`src/adcsc_pkg.sv`:
```
// package: register map, fields and timing of the converter control block
package adcsc_pkg;
   // register bus
   localparam int unsigned ADDR_W = 4;
   localparam int unsigned DATA_W = 32;
   localparam logic [3:0] OFF_CTRL = 4'h0;
   localparam logic [3:0] OFF_RESULT = 4'h4;
   localparam logic [3:0] OFF_STATUS = 4'h8;
   localparam logic [1:0] RESP_OKAY = 2'h0;
   localparam logic [1:0] RESP_SLVERR = 2'h2;
   // converter_control fields
   localparam int unsigned POS_PWR = 0;
   localparam int unsigned POS_GO = 1;
   localparam int unsigned POS_CHAN = 2;
   localparam int unsigned POS_CSEL = 4;
   localparam int unsigned POS_PINS = 6;
   localparam logic [7:0] CTRL_RESET = 8'hFC;
   localparam logic [1:0] SEL_DEFAULT = 2'h3;
   // status fields
   localparam int unsigned POS_BUSY = 0;
   localparam int unsigned POS_ASLEEP = 1;
   localparam int unsigned POS_TAD_OK = 2;
   localparam int unsigned POS_NRES = 4;
   // conversion clock select codes and divisors
   localparam logic [1:0] CSEL_INTOSC4 = 2'h3;
   localparam logic [1:0] CSEL_FOSC4 = 2'h2;
   localparam logic [1:0] CSEL_FOSC8 = 2'h1;
   localparam logic [1:0] CSEL_FOSC16 = 2'h0;
   localparam logic [4:0] DIV_4 = 5'h04;
   localparam logic [4:0] DIV_8 = 5'h08;
   localparam logic [4:0] DIV_16 = 5'h10;
   // bit_conversion_period window, strictly inside both bounds
   localparam int unsigned MCLK_PERIOD_NS = 8;
   localparam int unsigned TAD_MIN_NS = 500;
   localparam int unsigned TAD_MAX_NS = 50000;
   localparam int unsigned TAD_MIN_CYC = TAD_MIN_NS / MCLK_PERIOD_NS + 1;
   localparam int unsigned TAD_MAX_CYC = TAD_MAX_NS / MCLK_PERIOD_NS;
   localparam int unsigned RES_W = 8;
endpackage : adcsc_pkg

```
`src/adcsc_clkdiv.sv`:
```
// bit_conversion_period divider: one-cycle tick per converted bit
`timescale 1ns/1ps
module adcsc_clkdiv #(
   parameter int unsigned CNT_W = 5
) (
   // clock and reset
   input wire logic mclk_i,
   input wire logic reset_i,
   // control
   input wire logic run_i,
   input wire logic [1:0] sel_i,
   input wire logic internal_oscillator_tick_i,
   // tick out
   output logic bit_tick_o
);
   import adcsc_pkg::*;

   logic [CNT_W-1:0] cnt_q;
   logic [CNT_W-1:0] div_w;
   logic src_edge;

   // the counter must hold the largest divisor
   if (CNT_W < 5) begin : g_bad_width
      $error("adcsc_clkdiv: CNT_W too small for divisor 16");
   end

   // divisor and source per select code
   always_comb begin
      unique case (sel_i)
         CSEL_INTOSC4: div_w = CNT_W'(DIV_4);
         CSEL_FOSC4: div_w = CNT_W'(DIV_4);
         CSEL_FOSC8: div_w = CNT_W'(DIV_8);
         CSEL_FOSC16: div_w = CNT_W'(DIV_16);
      endcase
      // internal_oscillator ticks arrive as enables on the one clock
      src_edge = (sel_i == CSEL_INTOSC4) ? internal_oscillator_tick_i : 1'b1;
   end

   // count source edges; >= guards a select change mid-count
   always_ff @(posedge mclk_i) begin
      if (reset_i || !run_i) begin
         cnt_q <= '0;
         bit_tick_o <= 1'b0;
      end else begin
         bit_tick_o <= 1'b0;
         if (src_edge) begin
            if (cnt_q >= div_w - CNT_W'(1)) begin
               cnt_q <= '0;
               bit_tick_o <= 1'b1;
            end else begin
               cnt_q <= cnt_q + CNT_W'(1);
            end
         end
      end
   end
endmodule : adcsc_clkdiv

```
`src/adcsc_sar.sv`:
```
// successive approximation engine, msb first, one bit per tick
`timescale 1ns/1ps
module adcsc_sar #(
   parameter int unsigned RES_W = 8
) (
   // clock and reset
   input wire logic mclk_i,
   input wire logic reset_i,
   // control
   input wire logic start_i,
   input wire logic abort_i,
   input wire logic bit_tick_i,
   input wire logic compare_i,
   // state and result
   output logic busy_o,
   output logic done_o,
   output logic result_we_o,
   output logic [RES_W-1:0] result_o,
   output logic [RES_W-1:0] trial_code_o,
   output logic [3:0] nres_o
);
   logic [RES_W-1:0] work_q;
   logic [RES_W-1:0] mask_q;
   logic [RES_W-1:0] kept;

   if (RES_W < 2 || RES_W > 15) begin : g_bad_width
      $error("adcsc_sar: RES_W must lie in 2..15");
   end

   // comparator high keeps the bit under trial
   assign kept = compare_i ? trial_code_o : work_q;

   always_ff @(posedge mclk_i) begin
      if (reset_i) begin
         busy_o <= 1'b0;
         done_o <= 1'b0;
         result_we_o <= 1'b0;
         result_o <= '0;
         trial_code_o <= '0;
         work_q <= '0;
         mask_q <= '0;
         nres_o <= 4'h0;
      end else begin
         done_o <= 1'b0;
         result_we_o <= 1'b0;
         if (abort_i && busy_o) begin
            busy_o <= 1'b0;
            trial_code_o <= '0;
            // a partial code is only worth keeping once a bit is known
            if (nres_o != 4'h0) begin
               result_we_o <= 1'b1;
               result_o <= work_q;
            end
         end else if (start_i && !busy_o) begin
            busy_o <= 1'b1;
            work_q <= '0;
            nres_o <= 4'h0;
            mask_q <= {1'b1, {(RES_W-1){1'b0}}};
            trial_code_o <= {1'b1, {(RES_W-1){1'b0}}};
         end else if (busy_o && bit_tick_i) begin
            nres_o <= nres_o + 4'h1;
            if (mask_q[0]) begin
               busy_o <= 1'b0;
               done_o <= 1'b1;
               result_we_o <= 1'b1;
               result_o <= kept;
               trial_code_o <= '0;
            end else begin
               work_q <= kept;
               mask_q <= mask_q >> 1;
               trial_code_o <= kept | (mask_q >> 1);
            end
         end
      end
   end
endmodule : adcsc_sar

```
`src/adcsc_top.sv`:
```
// converter control: register slave, sleep handling and conversion start
//
// Notes on behaviour
// - no conversion runs or starts while the core sleeps
// - sleep during a conversion clears go and power, aborting it
// - aborted result kept only if at least one bit was resolved
// - sleep entry forces clock and channel select to 11, pins untouched
// - wake or reset sets all selects to 11, clears go and power
// - clock select 11 osc/4, 10 sys/4, 01 sys/8, 00 sys/16
`timescale 1ns/1ps
module adcsc_top (
   // clock and reset
   input wire logic mclk_i,
   input wire logic reset_i,
   // core power state and oscillator enable
   input wire logic sleep_i,
   input wire logic internal_oscillator_tick_i,
   // analog front end
   input wire logic compare_i,
   output logic converter_power_on_o,
   output logic [1:0] channel_select_o,
   output logic [1:0] analog_pin_select_o,
   output logic [adcsc_pkg::RES_W-1:0] trial_code_o,
   // axi4-lite write address and data
   input wire logic s_axi_awvalid_i,
   output logic s_axi_awready_o,
   input wire logic [adcsc_pkg::ADDR_W-1:0] s_axi_awaddr_i,
   input wire logic s_axi_wvalid_i,
   output logic s_axi_wready_o,
   input wire logic [adcsc_pkg::DATA_W-1:0] s_axi_wdata_i,
   input wire logic [3:0] s_axi_wstrb_i,
   // axi4-lite write response
   output logic s_axi_bvalid_o,
   input wire logic s_axi_bready_i,
   output logic [1:0] s_axi_bresp_o,
   // axi4-lite read
   input wire logic s_axi_arvalid_i,
   output logic s_axi_arready_o,
   input wire logic [adcsc_pkg::ADDR_W-1:0] s_axi_araddr_i,
   output logic s_axi_rvalid_o,
   input wire logic s_axi_rready_i,
   output logic [adcsc_pkg::DATA_W-1:0] s_axi_rdata_o,
   output logic [1:0] s_axi_rresp_o
);
   import adcsc_pkg::*;

   logic [7:0] ctl_q;
   logic [RES_W-1:0] result_q;
   logic sleep_q;
   logic sleep_enter;
   logic sleep_wake;
   logic aw_hold_q;
   logic w_hold_q;
   logic [ADDR_W-1:0] awaddr_q;
   logic [7:0] wdata_q;
   logic wstrb0_q;
   logic wr_fire;
   logic wr_ctl;
   logic wr_mapped;
   logic rd_mapped;
   logic sar_start;
   logic sar_abort;
   logic sar_busy;
   logic sar_done;
   logic sar_we;
   logic [RES_W-1:0] sar_result;
   logic [3:0] sar_nres;
   logic bit_tick;
   logic tad_ok;
   int unsigned div_cyc;

   // core power state edges; inputs are synchronous to mclk
   assign sleep_enter = sleep_i && !sleep_q;
   assign sleep_wake = !sleep_i && sleep_q;

   always_ff @(posedge mclk_i) begin
      if (reset_i) begin
         sleep_q <= 1'b0;
      end else begin
         sleep_q <= sleep_i;
      end
   end

   // write address channel, held until the response is taken
   always_ff @(posedge mclk_i) begin
      if (reset_i) begin
         aw_hold_q <= 1'b0;
         s_axi_awready_o <= 1'b0;
         awaddr_q <= '0;
      end else if (s_axi_awvalid_i && s_axi_awready_o) begin
         aw_hold_q <= 1'b1;
         s_axi_awready_o <= 1'b0;
         awaddr_q <= s_axi_awaddr_i;
      end else if (wr_fire) begin
         aw_hold_q <= 1'b0;
      end else if (!aw_hold_q && !s_axi_bvalid_o) begin
         s_axi_awready_o <= 1'b1;
      end
   end

   // write data channel; only byte lane 0 carries register bits
   always_ff @(posedge mclk_i) begin
      if (reset_i) begin
         w_hold_q <= 1'b0;
         s_axi_wready_o <= 1'b0;
         wdata_q <= 8'h00;
         wstrb0_q <= 1'b0;
      end else if (s_axi_wvalid_i && s_axi_wready_o) begin
         w_hold_q <= 1'b1;
         s_axi_wready_o <= 1'b0;
         wdata_q <= s_axi_wdata_i[7:0];
         wstrb0_q <= s_axi_wstrb_i[0];
      end else if (wr_fire) begin
         w_hold_q <= 1'b0;
      end else if (!w_hold_q && !s_axi_bvalid_o) begin
         s_axi_wready_o <= 1'b1;
      end
   end

   // address decode; read-only words accept writes and ignore them
   assign wr_fire = aw_hold_q && w_hold_q && !s_axi_bvalid_o;
   assign wr_mapped = (awaddr_q[ADDR_W-1:2] == OFF_CTRL[ADDR_W-1:2]) ||
      (awaddr_q[ADDR_W-1:2] == OFF_RESULT[ADDR_W-1:2]) ||
      (awaddr_q[ADDR_W-1:2] == OFF_STATUS[ADDR_W-1:2]);
   assign rd_mapped = (s_axi_araddr_i[ADDR_W-1:2] == OFF_CTRL[ADDR_W-1:2]) ||
      (s_axi_araddr_i[ADDR_W-1:2] == OFF_RESULT[ADDR_W-1:2]) ||
      (s_axi_araddr_i[ADDR_W-1:2] == OFF_STATUS[ADDR_W-1:2]);
   assign wr_ctl = wr_fire && wstrb0_q &&
      (awaddr_q[ADDR_W-1:2] == OFF_CTRL[ADDR_W-1:2]);

   // write response one cycle after both halves are held
   always_ff @(posedge mclk_i) begin
      if (reset_i) begin
         s_axi_bvalid_o <= 1'b0;
         s_axi_bresp_o <= RESP_OKAY;
      end else if (wr_fire) begin
         s_axi_bvalid_o <= 1'b1;
         s_axi_bresp_o <= wr_mapped ? RESP_OKAY : RESP_SLVERR;
      end else if (s_axi_bready_i) begin
         s_axi_bvalid_o <= 1'b0;
      end
   end

   // converter_control: wake beats sleep entry beats software
   always_ff @(posedge mclk_i) begin
      if (reset_i) begin
         ctl_q <= CTRL_RESET;
      end else if (sleep_wake) begin
         ctl_q <= CTRL_RESET;
      end else if (sleep_enter) begin
         ctl_q[POS_CSEL +: 2] <= SEL_DEFAULT;
         ctl_q[POS_CHAN +: 2] <= SEL_DEFAULT;
         ctl_q[POS_GO] <= 1'b0;
         ctl_q[POS_PWR] <= 1'b0;
      end else if (wr_ctl && !sleep_q) begin
         // a go write wins over a completion in the same cycle
         ctl_q <= wdata_q;
         ctl_q[POS_GO] <= wdata_q[POS_GO] && wdata_q[POS_PWR];
      end else if (sar_done) begin
         ctl_q[POS_GO] <= 1'b0;
      end
   end

   // start only with power on and awake; done blocks a double start
   assign sar_start = ctl_q[POS_GO] && ctl_q[POS_PWR] && !sleep_q &&
      !sleep_i && !sar_busy && !sar_done;
   assign sar_abort = sar_busy && (sleep_enter || !ctl_q[POS_PWR]);

   adcsc_clkdiv #(
      .CNT_W(5)
   ) u_clkdiv (
      .mclk_i(mclk_i),
      .reset_i(reset_i),
      .run_i(sar_busy),
      .sel_i(ctl_q[POS_CSEL +: 2]),
      .internal_oscillator_tick_i(internal_oscillator_tick_i),
      .bit_tick_o(bit_tick)
   );

   adcsc_sar #(
      .RES_W(RES_W)
   ) u_sar (
      .mclk_i(mclk_i),
      .reset_i(reset_i),
      .start_i(sar_start),
      .abort_i(sar_abort),
      .bit_tick_i(bit_tick),
      .compare_i(compare_i),
      .busy_o(sar_busy),
      .done_o(sar_done),
      .result_we_o(sar_we),
      .result_o(sar_result),
      .trial_code_o(trial_code_o),
      .nres_o(sar_nres)
   );

   // conversion_result keeps its value across wake, and across sleep unless the sleep abort writes a partial code
   always_ff @(posedge mclk_i) begin
      if (reset_i) begin
         result_q <= '0;
      end else if (sar_we) begin
         result_q <= sar_result;
      end
   end

   // period check: system clock paths only, the oscillator is trusted
   always_comb begin
      div_cyc = 32'(DIV_4);
      unique case (ctl_q[POS_CSEL +: 2])
         CSEL_INTOSC4: div_cyc = 32'(DIV_4);
         CSEL_FOSC4: div_cyc = 32'(DIV_4);
         CSEL_FOSC8: div_cyc = 32'(DIV_8);
         CSEL_FOSC16: div_cyc = 32'(DIV_16);
      endcase
      tad_ok = (ctl_q[POS_CSEL +: 2] == CSEL_INTOSC4) ||
         (div_cyc >= TAD_MIN_CYC && div_cyc < TAD_MAX_CYC);
   end

   // read channel; data registered at the address handshake
   always_ff @(posedge mclk_i) begin
      if (reset_i) begin
         s_axi_arready_o <= 1'b0;
         s_axi_rvalid_o <= 1'b0;
         s_axi_rdata_o <= '0;
         s_axi_rresp_o <= RESP_OKAY;
      end else if (s_axi_arvalid_i && s_axi_arready_o) begin
         s_axi_arready_o <= 1'b0;
         s_axi_rvalid_o <= 1'b1;
         s_axi_rresp_o <= rd_mapped ? RESP_OKAY : RESP_SLVERR;
         s_axi_rdata_o <= '0;
         if (s_axi_araddr_i[ADDR_W-1:2] == OFF_CTRL[ADDR_W-1:2]) begin
            s_axi_rdata_o[7:0] <= ctl_q;
         end else if (s_axi_araddr_i[ADDR_W-1:2] ==
            OFF_RESULT[ADDR_W-1:2]) begin
            s_axi_rdata_o[RES_W-1:0] <= result_q;
         end else if (s_axi_araddr_i[ADDR_W-1:2] ==
            OFF_STATUS[ADDR_W-1:2]) begin
            s_axi_rdata_o[POS_BUSY] <= sar_busy;
            s_axi_rdata_o[POS_ASLEEP] <= sleep_q;
            s_axi_rdata_o[POS_TAD_OK] <= tad_ok;
            s_axi_rdata_o[POS_NRES +: 4] <= sar_nres;
         end
      end else if (s_axi_rvalid_o && s_axi_rready_i) begin
         s_axi_rvalid_o <= 1'b0;
      end else if (!s_axi_rvalid_o) begin
         s_axi_arready_o <= 1'b1;
      end
   end

   // analog side follows the control register flops
   assign converter_power_on_o = ctl_q[POS_PWR];
   assign channel_select_o = ctl_q[POS_CHAN +: 2];
   assign analog_pin_select_o = ctl_q[POS_PINS +: 2];
endmodule : adcsc_top

```
`config.mk`:
```
export PLATFORM = sky130hd
export DESIGN_NAME = adcsc_top
export DESIGN_NICKNAME = d
export VERILOG_FILES = /design/src/adcsc_pkg.sv /design/src/adcsc_clkdiv.sv /design/src/adcsc_sar.sv /design/src/adcsc_top.sv
export SDC_FILE = /design/constraint.sdc
export NUM_CORES = 1
export LEC_CHECK = 0
export BUFFER_PORTS_ARGS = -buffer_cell sky130_fd_sc_hd__buf_2
export CORE_MARGIN = 1.5
export CORE_UTILIZATION = 41
export CTS_CLUSTER_DIAMETER = 50
export DETAILED_ROUTE_END_ITERATION = 10
export PLACE_DENSITY = 0.71
export SYNTH_ARGS = -nofsm -noshare
export SYNTH_HDL_FRONTEND = slang
export SYNTH_HIERARCHICAL = 1
export SYNTH_SLANG_ARGS = --single-unit
```
`constraint.sdc`:
```
create_clock -name mclk_i -period 1.7 [get_ports mclk_i]
set_input_delay 0.085 -clock mclk_i [delete_from_list [all_inputs] [get_ports mclk_i]]
set_output_delay 0.085 -clock mclk_i [all_outputs]
set_load 0.1 [all_outputs]
```
==> impl_metrics.sql <==
INSERT INTO impl_metrics (metric_group, metric, value, unit) VALUES
('clock_tree', 'cts_max_level', '3', ''),
('place', 'dpl_worst_slack', '-0.0210', 'ns'),
('synthesis', 'netlist_area', '4180', 'µm²'),
('sta', 'fin_worst_skew', '0.0146', 'ns'),
('cells_and_area', 'layout.cell_area.non_filler', '4930', 'µm²'),
('synthesis', 'synthesis.yosys.warnings', '6', ''),
('cells_and_area', 'fillers', '924', ''),
('setup_path', 'crit_type', 'flip-flop to flip-flop', ''),
('clock_tree', 'clk_latency', '0.36', 'ns'),
('clock_tree', 'cts_inserted_buffers', '9', ''),
('routing', 'detailedRoute.firstPassIterationCount', '4', ''),
('hold_path', 'worstHoldPathType', 'input pin to flip-flop', ''),
('routing', 'routed_wirelength', '8.79', 'mm'),
('routing', 'drtAntennaViolNets', '0', ''),
('clock_tree', 'tritoncts_num_sinks', '90', ''),
('cells_and_area', 'seqCellArea', '1810', 'µm²'),
('sta', 'final-setup-viol-count', '0', ''),
('die', 'fp.coreArea', '9820', 'µm²'),
('grt', 'first_global_vias', '3158', ''),
('synthesis', 'synth-async-reset-ratio', '0', '%'),
('synthesis', 'synth.top_cells.by_area', 'sky130_fd_sc_hd__dfxtp_1 (43%), sky130_fd_sc_hd__buf_4 (5.9%), sky130_fd_sc_hd__nand2_1 (5.4%)', ''),
('power_and_ir_drop', 'power.static_leakage', '0.00187', 'µW'),
('cells_and_area', 'multi_input_area', '2200', 'µm²'),
('clock_tree', 'cts_max_path_buffers', '2', ''),
('die', 'die_y', '104', 'µm'),
('setup_path', 'critPathArrivalTime', '1.94', 'ns'),
('die', 'die_span_x', '104', 'µm'),
('synthesis', 'synth-seq-cells', '90', ''),
('sta', 'grt_setup_unrepaired', 'yes', ''),
('clock_tree', 'cts_tree', 'done', ''),
('sta', 'timing.final.ws_setup', '0.00945', 'ns'),
('die', 'rows', '36', ''),
('cells_and_area', 'drive_above_1_share', '23.3', '%'),
('cells_and_area', 'layout.cells.most_common', 'sky130_fd_sc_hd__dfxtp_1', ''),
('grt', 'pin_count_of_the_biggest_net_entering_global_routing', '19', ''),
('power_and_ir_drop', 'ir_drop', '320', 'µV'),
('sta', 'worst_slew_pin_slew', '0.520', 'ns'),
('grt', 'grt_antenna_before_repair', '0', ''),
('synthesis', 'gate_count_post_synth', '472', ''),
('cells_and_area', 'area_delta_synth_final', '17.9', '%'),
('routing', 'drc', '0', ''),
('place', 'place.gp.congestion', '0.821', ''),
('synthesis', 'post-synth-top-area-cell', 'sky130_fd_sc_hd__dfxtp_1', ''),
('sta', 'period_minus_slack', '1.69', 'ns'),
('setup_path', 'required', '1.95', 'ns'),
('synthesis', 'synth_top_cell_area_share', '43.1', '%'),
('cells_and_area', 'antenna_cells_inserted', '0', ''),
('synthesis', 'syn_area_per_cell', '8.86', 'µm²'),
('setup_path', 'critical_path.startpoint_type', 'flip-flop', ''),
('sta', 'fmax', '0.592', 'GHz'),
('grt', 'grt_remaining_overflow', '0', ''),
('clock_tree', 'clock_root_buffer', 'sky130_fd_sc_hd__clkbuf_8', ''),
('power_and_ir_drop', 'powerDensity', '877', 'nW/µm²'),
('die', 'die-area', '10800', 'µm²'),
('synthesis', 'synth_flop_cell', 'sky130_fd_sc_hd__dfxtp_1', ''),
('setup_path', 'cp-end-kind', 'flip-flop', ''),
('routing', 'first_iter_violations', '157', ''),
('setup_path', 'worstPathMaxFanout', '7', ''),
('routing', 'wl_per_cell', '13.1', 'µm'),
('die', 'initial_core_util', '42.6', '%'),
('sta', 'final_min_period_over_clock_period', '99.4', '%'),
('routing', 'route.vias.total', '3386', ''),
('routing', 'via_per_inst', '5.03', ''),
('die', 'ioPinCount', '108', ''),
('sta', 'timing.final.max_slew_violations', '0', ''),
('cells_and_area', 'nNetsFinal', '596', ''),
('synthesis', 'number_of_synthesized_flops_with_an_enable_pin', '0', ''),
('cells_and_area', 'most-common-layout-cells', 'sky130_fd_sc_hd__dfxtp_1 (85), sky130_fd_sc_hd__nand2_1 (59), sky130_fd_sc_hd__buf_2 (49)', ''),
('run_status', 'outcome', 'finished, final reports clean', ''),
('sta', 'slew_headroom', '65.2', '%'),
('place', 'detailedPlacementHpwl', '6.24', 'mm'),
('grt', 'total_grt_usage', '16.6', '%'),
('sta', 'final-hold-violation-count', '0', ''),
('synthesis', 'synth_sequential_area_ratio', '43.1', '%'),
('synthesis', 'synth_cell_type_count', '54', ''),
('job', 'timing.max_cap.violations', '0', ''),
('clock_tree', 'clk_pin_slew_worst_paths', '0.09', 'ns'),
('grt', 'wire_length_of_the_first_global_routing_pass', '14.6', 'mm'),
('place', 'postPlaceCellArea', '4460', 'µm²'),
('place', 'port-buffer-count', '50', '');
## worst max-delay path, cell delays in order, from the launching register on
cell                        delay (ns)
sky130_fd_sc_hd__dfxtp_2          0.34
sky130_fd_sc_hd__and2b_1          0.20
sky130_fd_sc_hd__o21a_2           0.25
sky130_fd_sc_hd__and3b_2          0.31
sky130_fd_sc_hd__o2bb2ai_4        0.19
sky130_fd_sc_hd__nor2_1           0.07
sky130_fd_sc_hd__a311oi_1         0.21
## registers in the layout, indices dropped and copies added (netlist names), 2 cells and up
signal / cells
awaddr_q: 2
u_sar/trial_code_o: 8
u_sar/nres_o: 4
result_q: 8
u_sar/mask_q: 8
s_axi_rdata_o: 8
wdata_q: 8
ctl_q: 8
u_sar/result_o: 8
u_sar/work_q: 8
u_clkdiv/cnt_q: 5
## synthesized netlist by cell type (2+ instances only)
| master | n |
|---|---|
| sky130_fd_sc_hd__nor2_1 | 36 |
| sky130_fd_sc_hd__nand4b_1 | 2 |
| sky130_fd_sc_hd__nor3b_1 | 3 |
| sky130_fd_sc_hd__a311oi_1 | 13 |
| sky130_fd_sc_hd__o21ai_1 | 8 |
| sky130_fd_sc_hd__xor2_1 | 2 |
| sky130_fd_sc_hd__buf_2 | 7 |
| sky130_fd_sc_hd__o21ai_0 | 15 |
| sky130_fd_sc_hd__nand4_1 | 4 |
| sky130_fd_sc_hd__nor3_1 | 8 |
| sky130_fd_sc_hd__dfxtp_1 | 90 |
| sky130_fd_sc_hd__mux2i_1 | 18 |
| sky130_fd_sc_hd__nor2b_1 | 5 |
| sky130_fd_sc_hd__and3b_1 | 3 |
| sky130_fd_sc_hd__buf_4 | 33 |
| sky130_fd_sc_hd__o21a_1 | 2 |
| sky130_fd_sc_hd__nand2_1 | 60 |
| sky130_fd_sc_hd__and2_1 | 2 |
| sky130_fd_sc_hd__nand3_1 | 26 |
| sky130_fd_sc_hd__or2_1 | 6 |
| sky130_fd_sc_hd__a21o_1 | 2 |
| sky130_fd_sc_hd__buf_6 | 3 |
| sky130_fd_sc_hd__mux2_2 | 8 |
| sky130_fd_sc_hd__ha_1 | 6 |
| sky130_fd_sc_hd__and2b_1 | 3 |
| sky130_fd_sc_hd__a22o_1 | 7 |
| sky130_fd_sc_hd__a21boi_1 | 2 |
| sky130_fd_sc_hd__inv_1 | 6 |
| sky130_fd_sc_hd__or2_2 | 3 |
| sky130_fd_sc_hd__a211oi_1 | 2 |
| sky130_fd_sc_hd__nand2b_1 | 10 |
| sky130_fd_sc_hd__nand3b_1 | 6 |
| sky130_fd_sc_hd__nor3_2 | 3 |
| sky130_fd_sc_hd__a21oi_1 | 36 |
| sky130_fd_sc_hd__clkbuf_1 | 11 |
| sky130_fd_sc_hd__a31oi_1 | 2 |
| sky130_fd_sc_hd__conb_1 | 2 |
## final cells by class
| cell class | count | area share, % |
|---|---|---|
| Timing Repair Buffer | 82 | 10.8 |
| Inverter | 6 | 0.457 |
| Clock buffer | 13 | 3.22 |
| Tap cell | 133 | 3.38 |
| Clock inverter | 2 | 0.761 |
| Sequential cell | 90 | 36.7 |
| Multi-Input combinational cell | 347 | 44.7 |
## through the flow
step	instances	setup TNS, ns	util [%]	hold WS, ns	power (µW)
2_1_floorplan	497	-0.0732	-	0.213	2850
3_3_place_gp	642	0	45.4	0.326	2880
3_5_place_dp	642	-0.0930	45.4	0.334	2890
4_1_cts	672	0	49.3	0.0107	4350
5_1_grt	673	-0.195	50.2	0.0252	4500
6_report	673	0	50.2	0.0202	4330
## final timing paths
path                                        from                 to  slack (ns)  cells past startpoint
worst min-delay path             s_axi_awvalid_i        awaddr_q[3]        0.02                      3
worst max register to register           sleep_q  u_sar/result_o[3]       0.009                      6
worst min register to register  s_axi_rdata_o[3]   s_axi_rdata_o[3]        0.46                      2
worst max-delay path                     sleep_q  u_sar/result_o[3]       0.009                      6
## per-layer routing
metal	global-route usage, %	vias up	routed length, µm
li1	-	1719	-
met1	19.7	1564	3920
met2	28.5	85	4290
met3	3.01	18	317
met4	8.93	0	256
met5	0	-	0
## timing repair
action | 4_1_cts | 5_1_grt
pin swaps | 0 | 18
endpoints found under the hold margin | 14 | 0
resized for setup | 6 | 16
setup endpoints to repair | 11 | 24
hold buffers | 14 | 0
buffers inserted | 0 | 2
cloned | 1 | 0
## kinds of logic (layout without fill, tap and decap cells)
group,count (synthesis),in the layout,share of synthesized area [%]
buf+inv,61,103,9.34
simple gates,191,191,23.9
other cells,2,27,0.180
fa+ha+maj,6,6,1.80
flops,90,90,43.1
compound gates,93,94,14.6
xor+xnor,3,3,0.628
mux,26,26,6.46
## where the power goes
group / total, µW / switching [µW] / internal [µW]
Sequential: 2180 / 32.6 / 2150
Clock: 1450 / 698 / 754
Combinational: 695 / 560 / 135
Power figures use the tool's default switching activity.
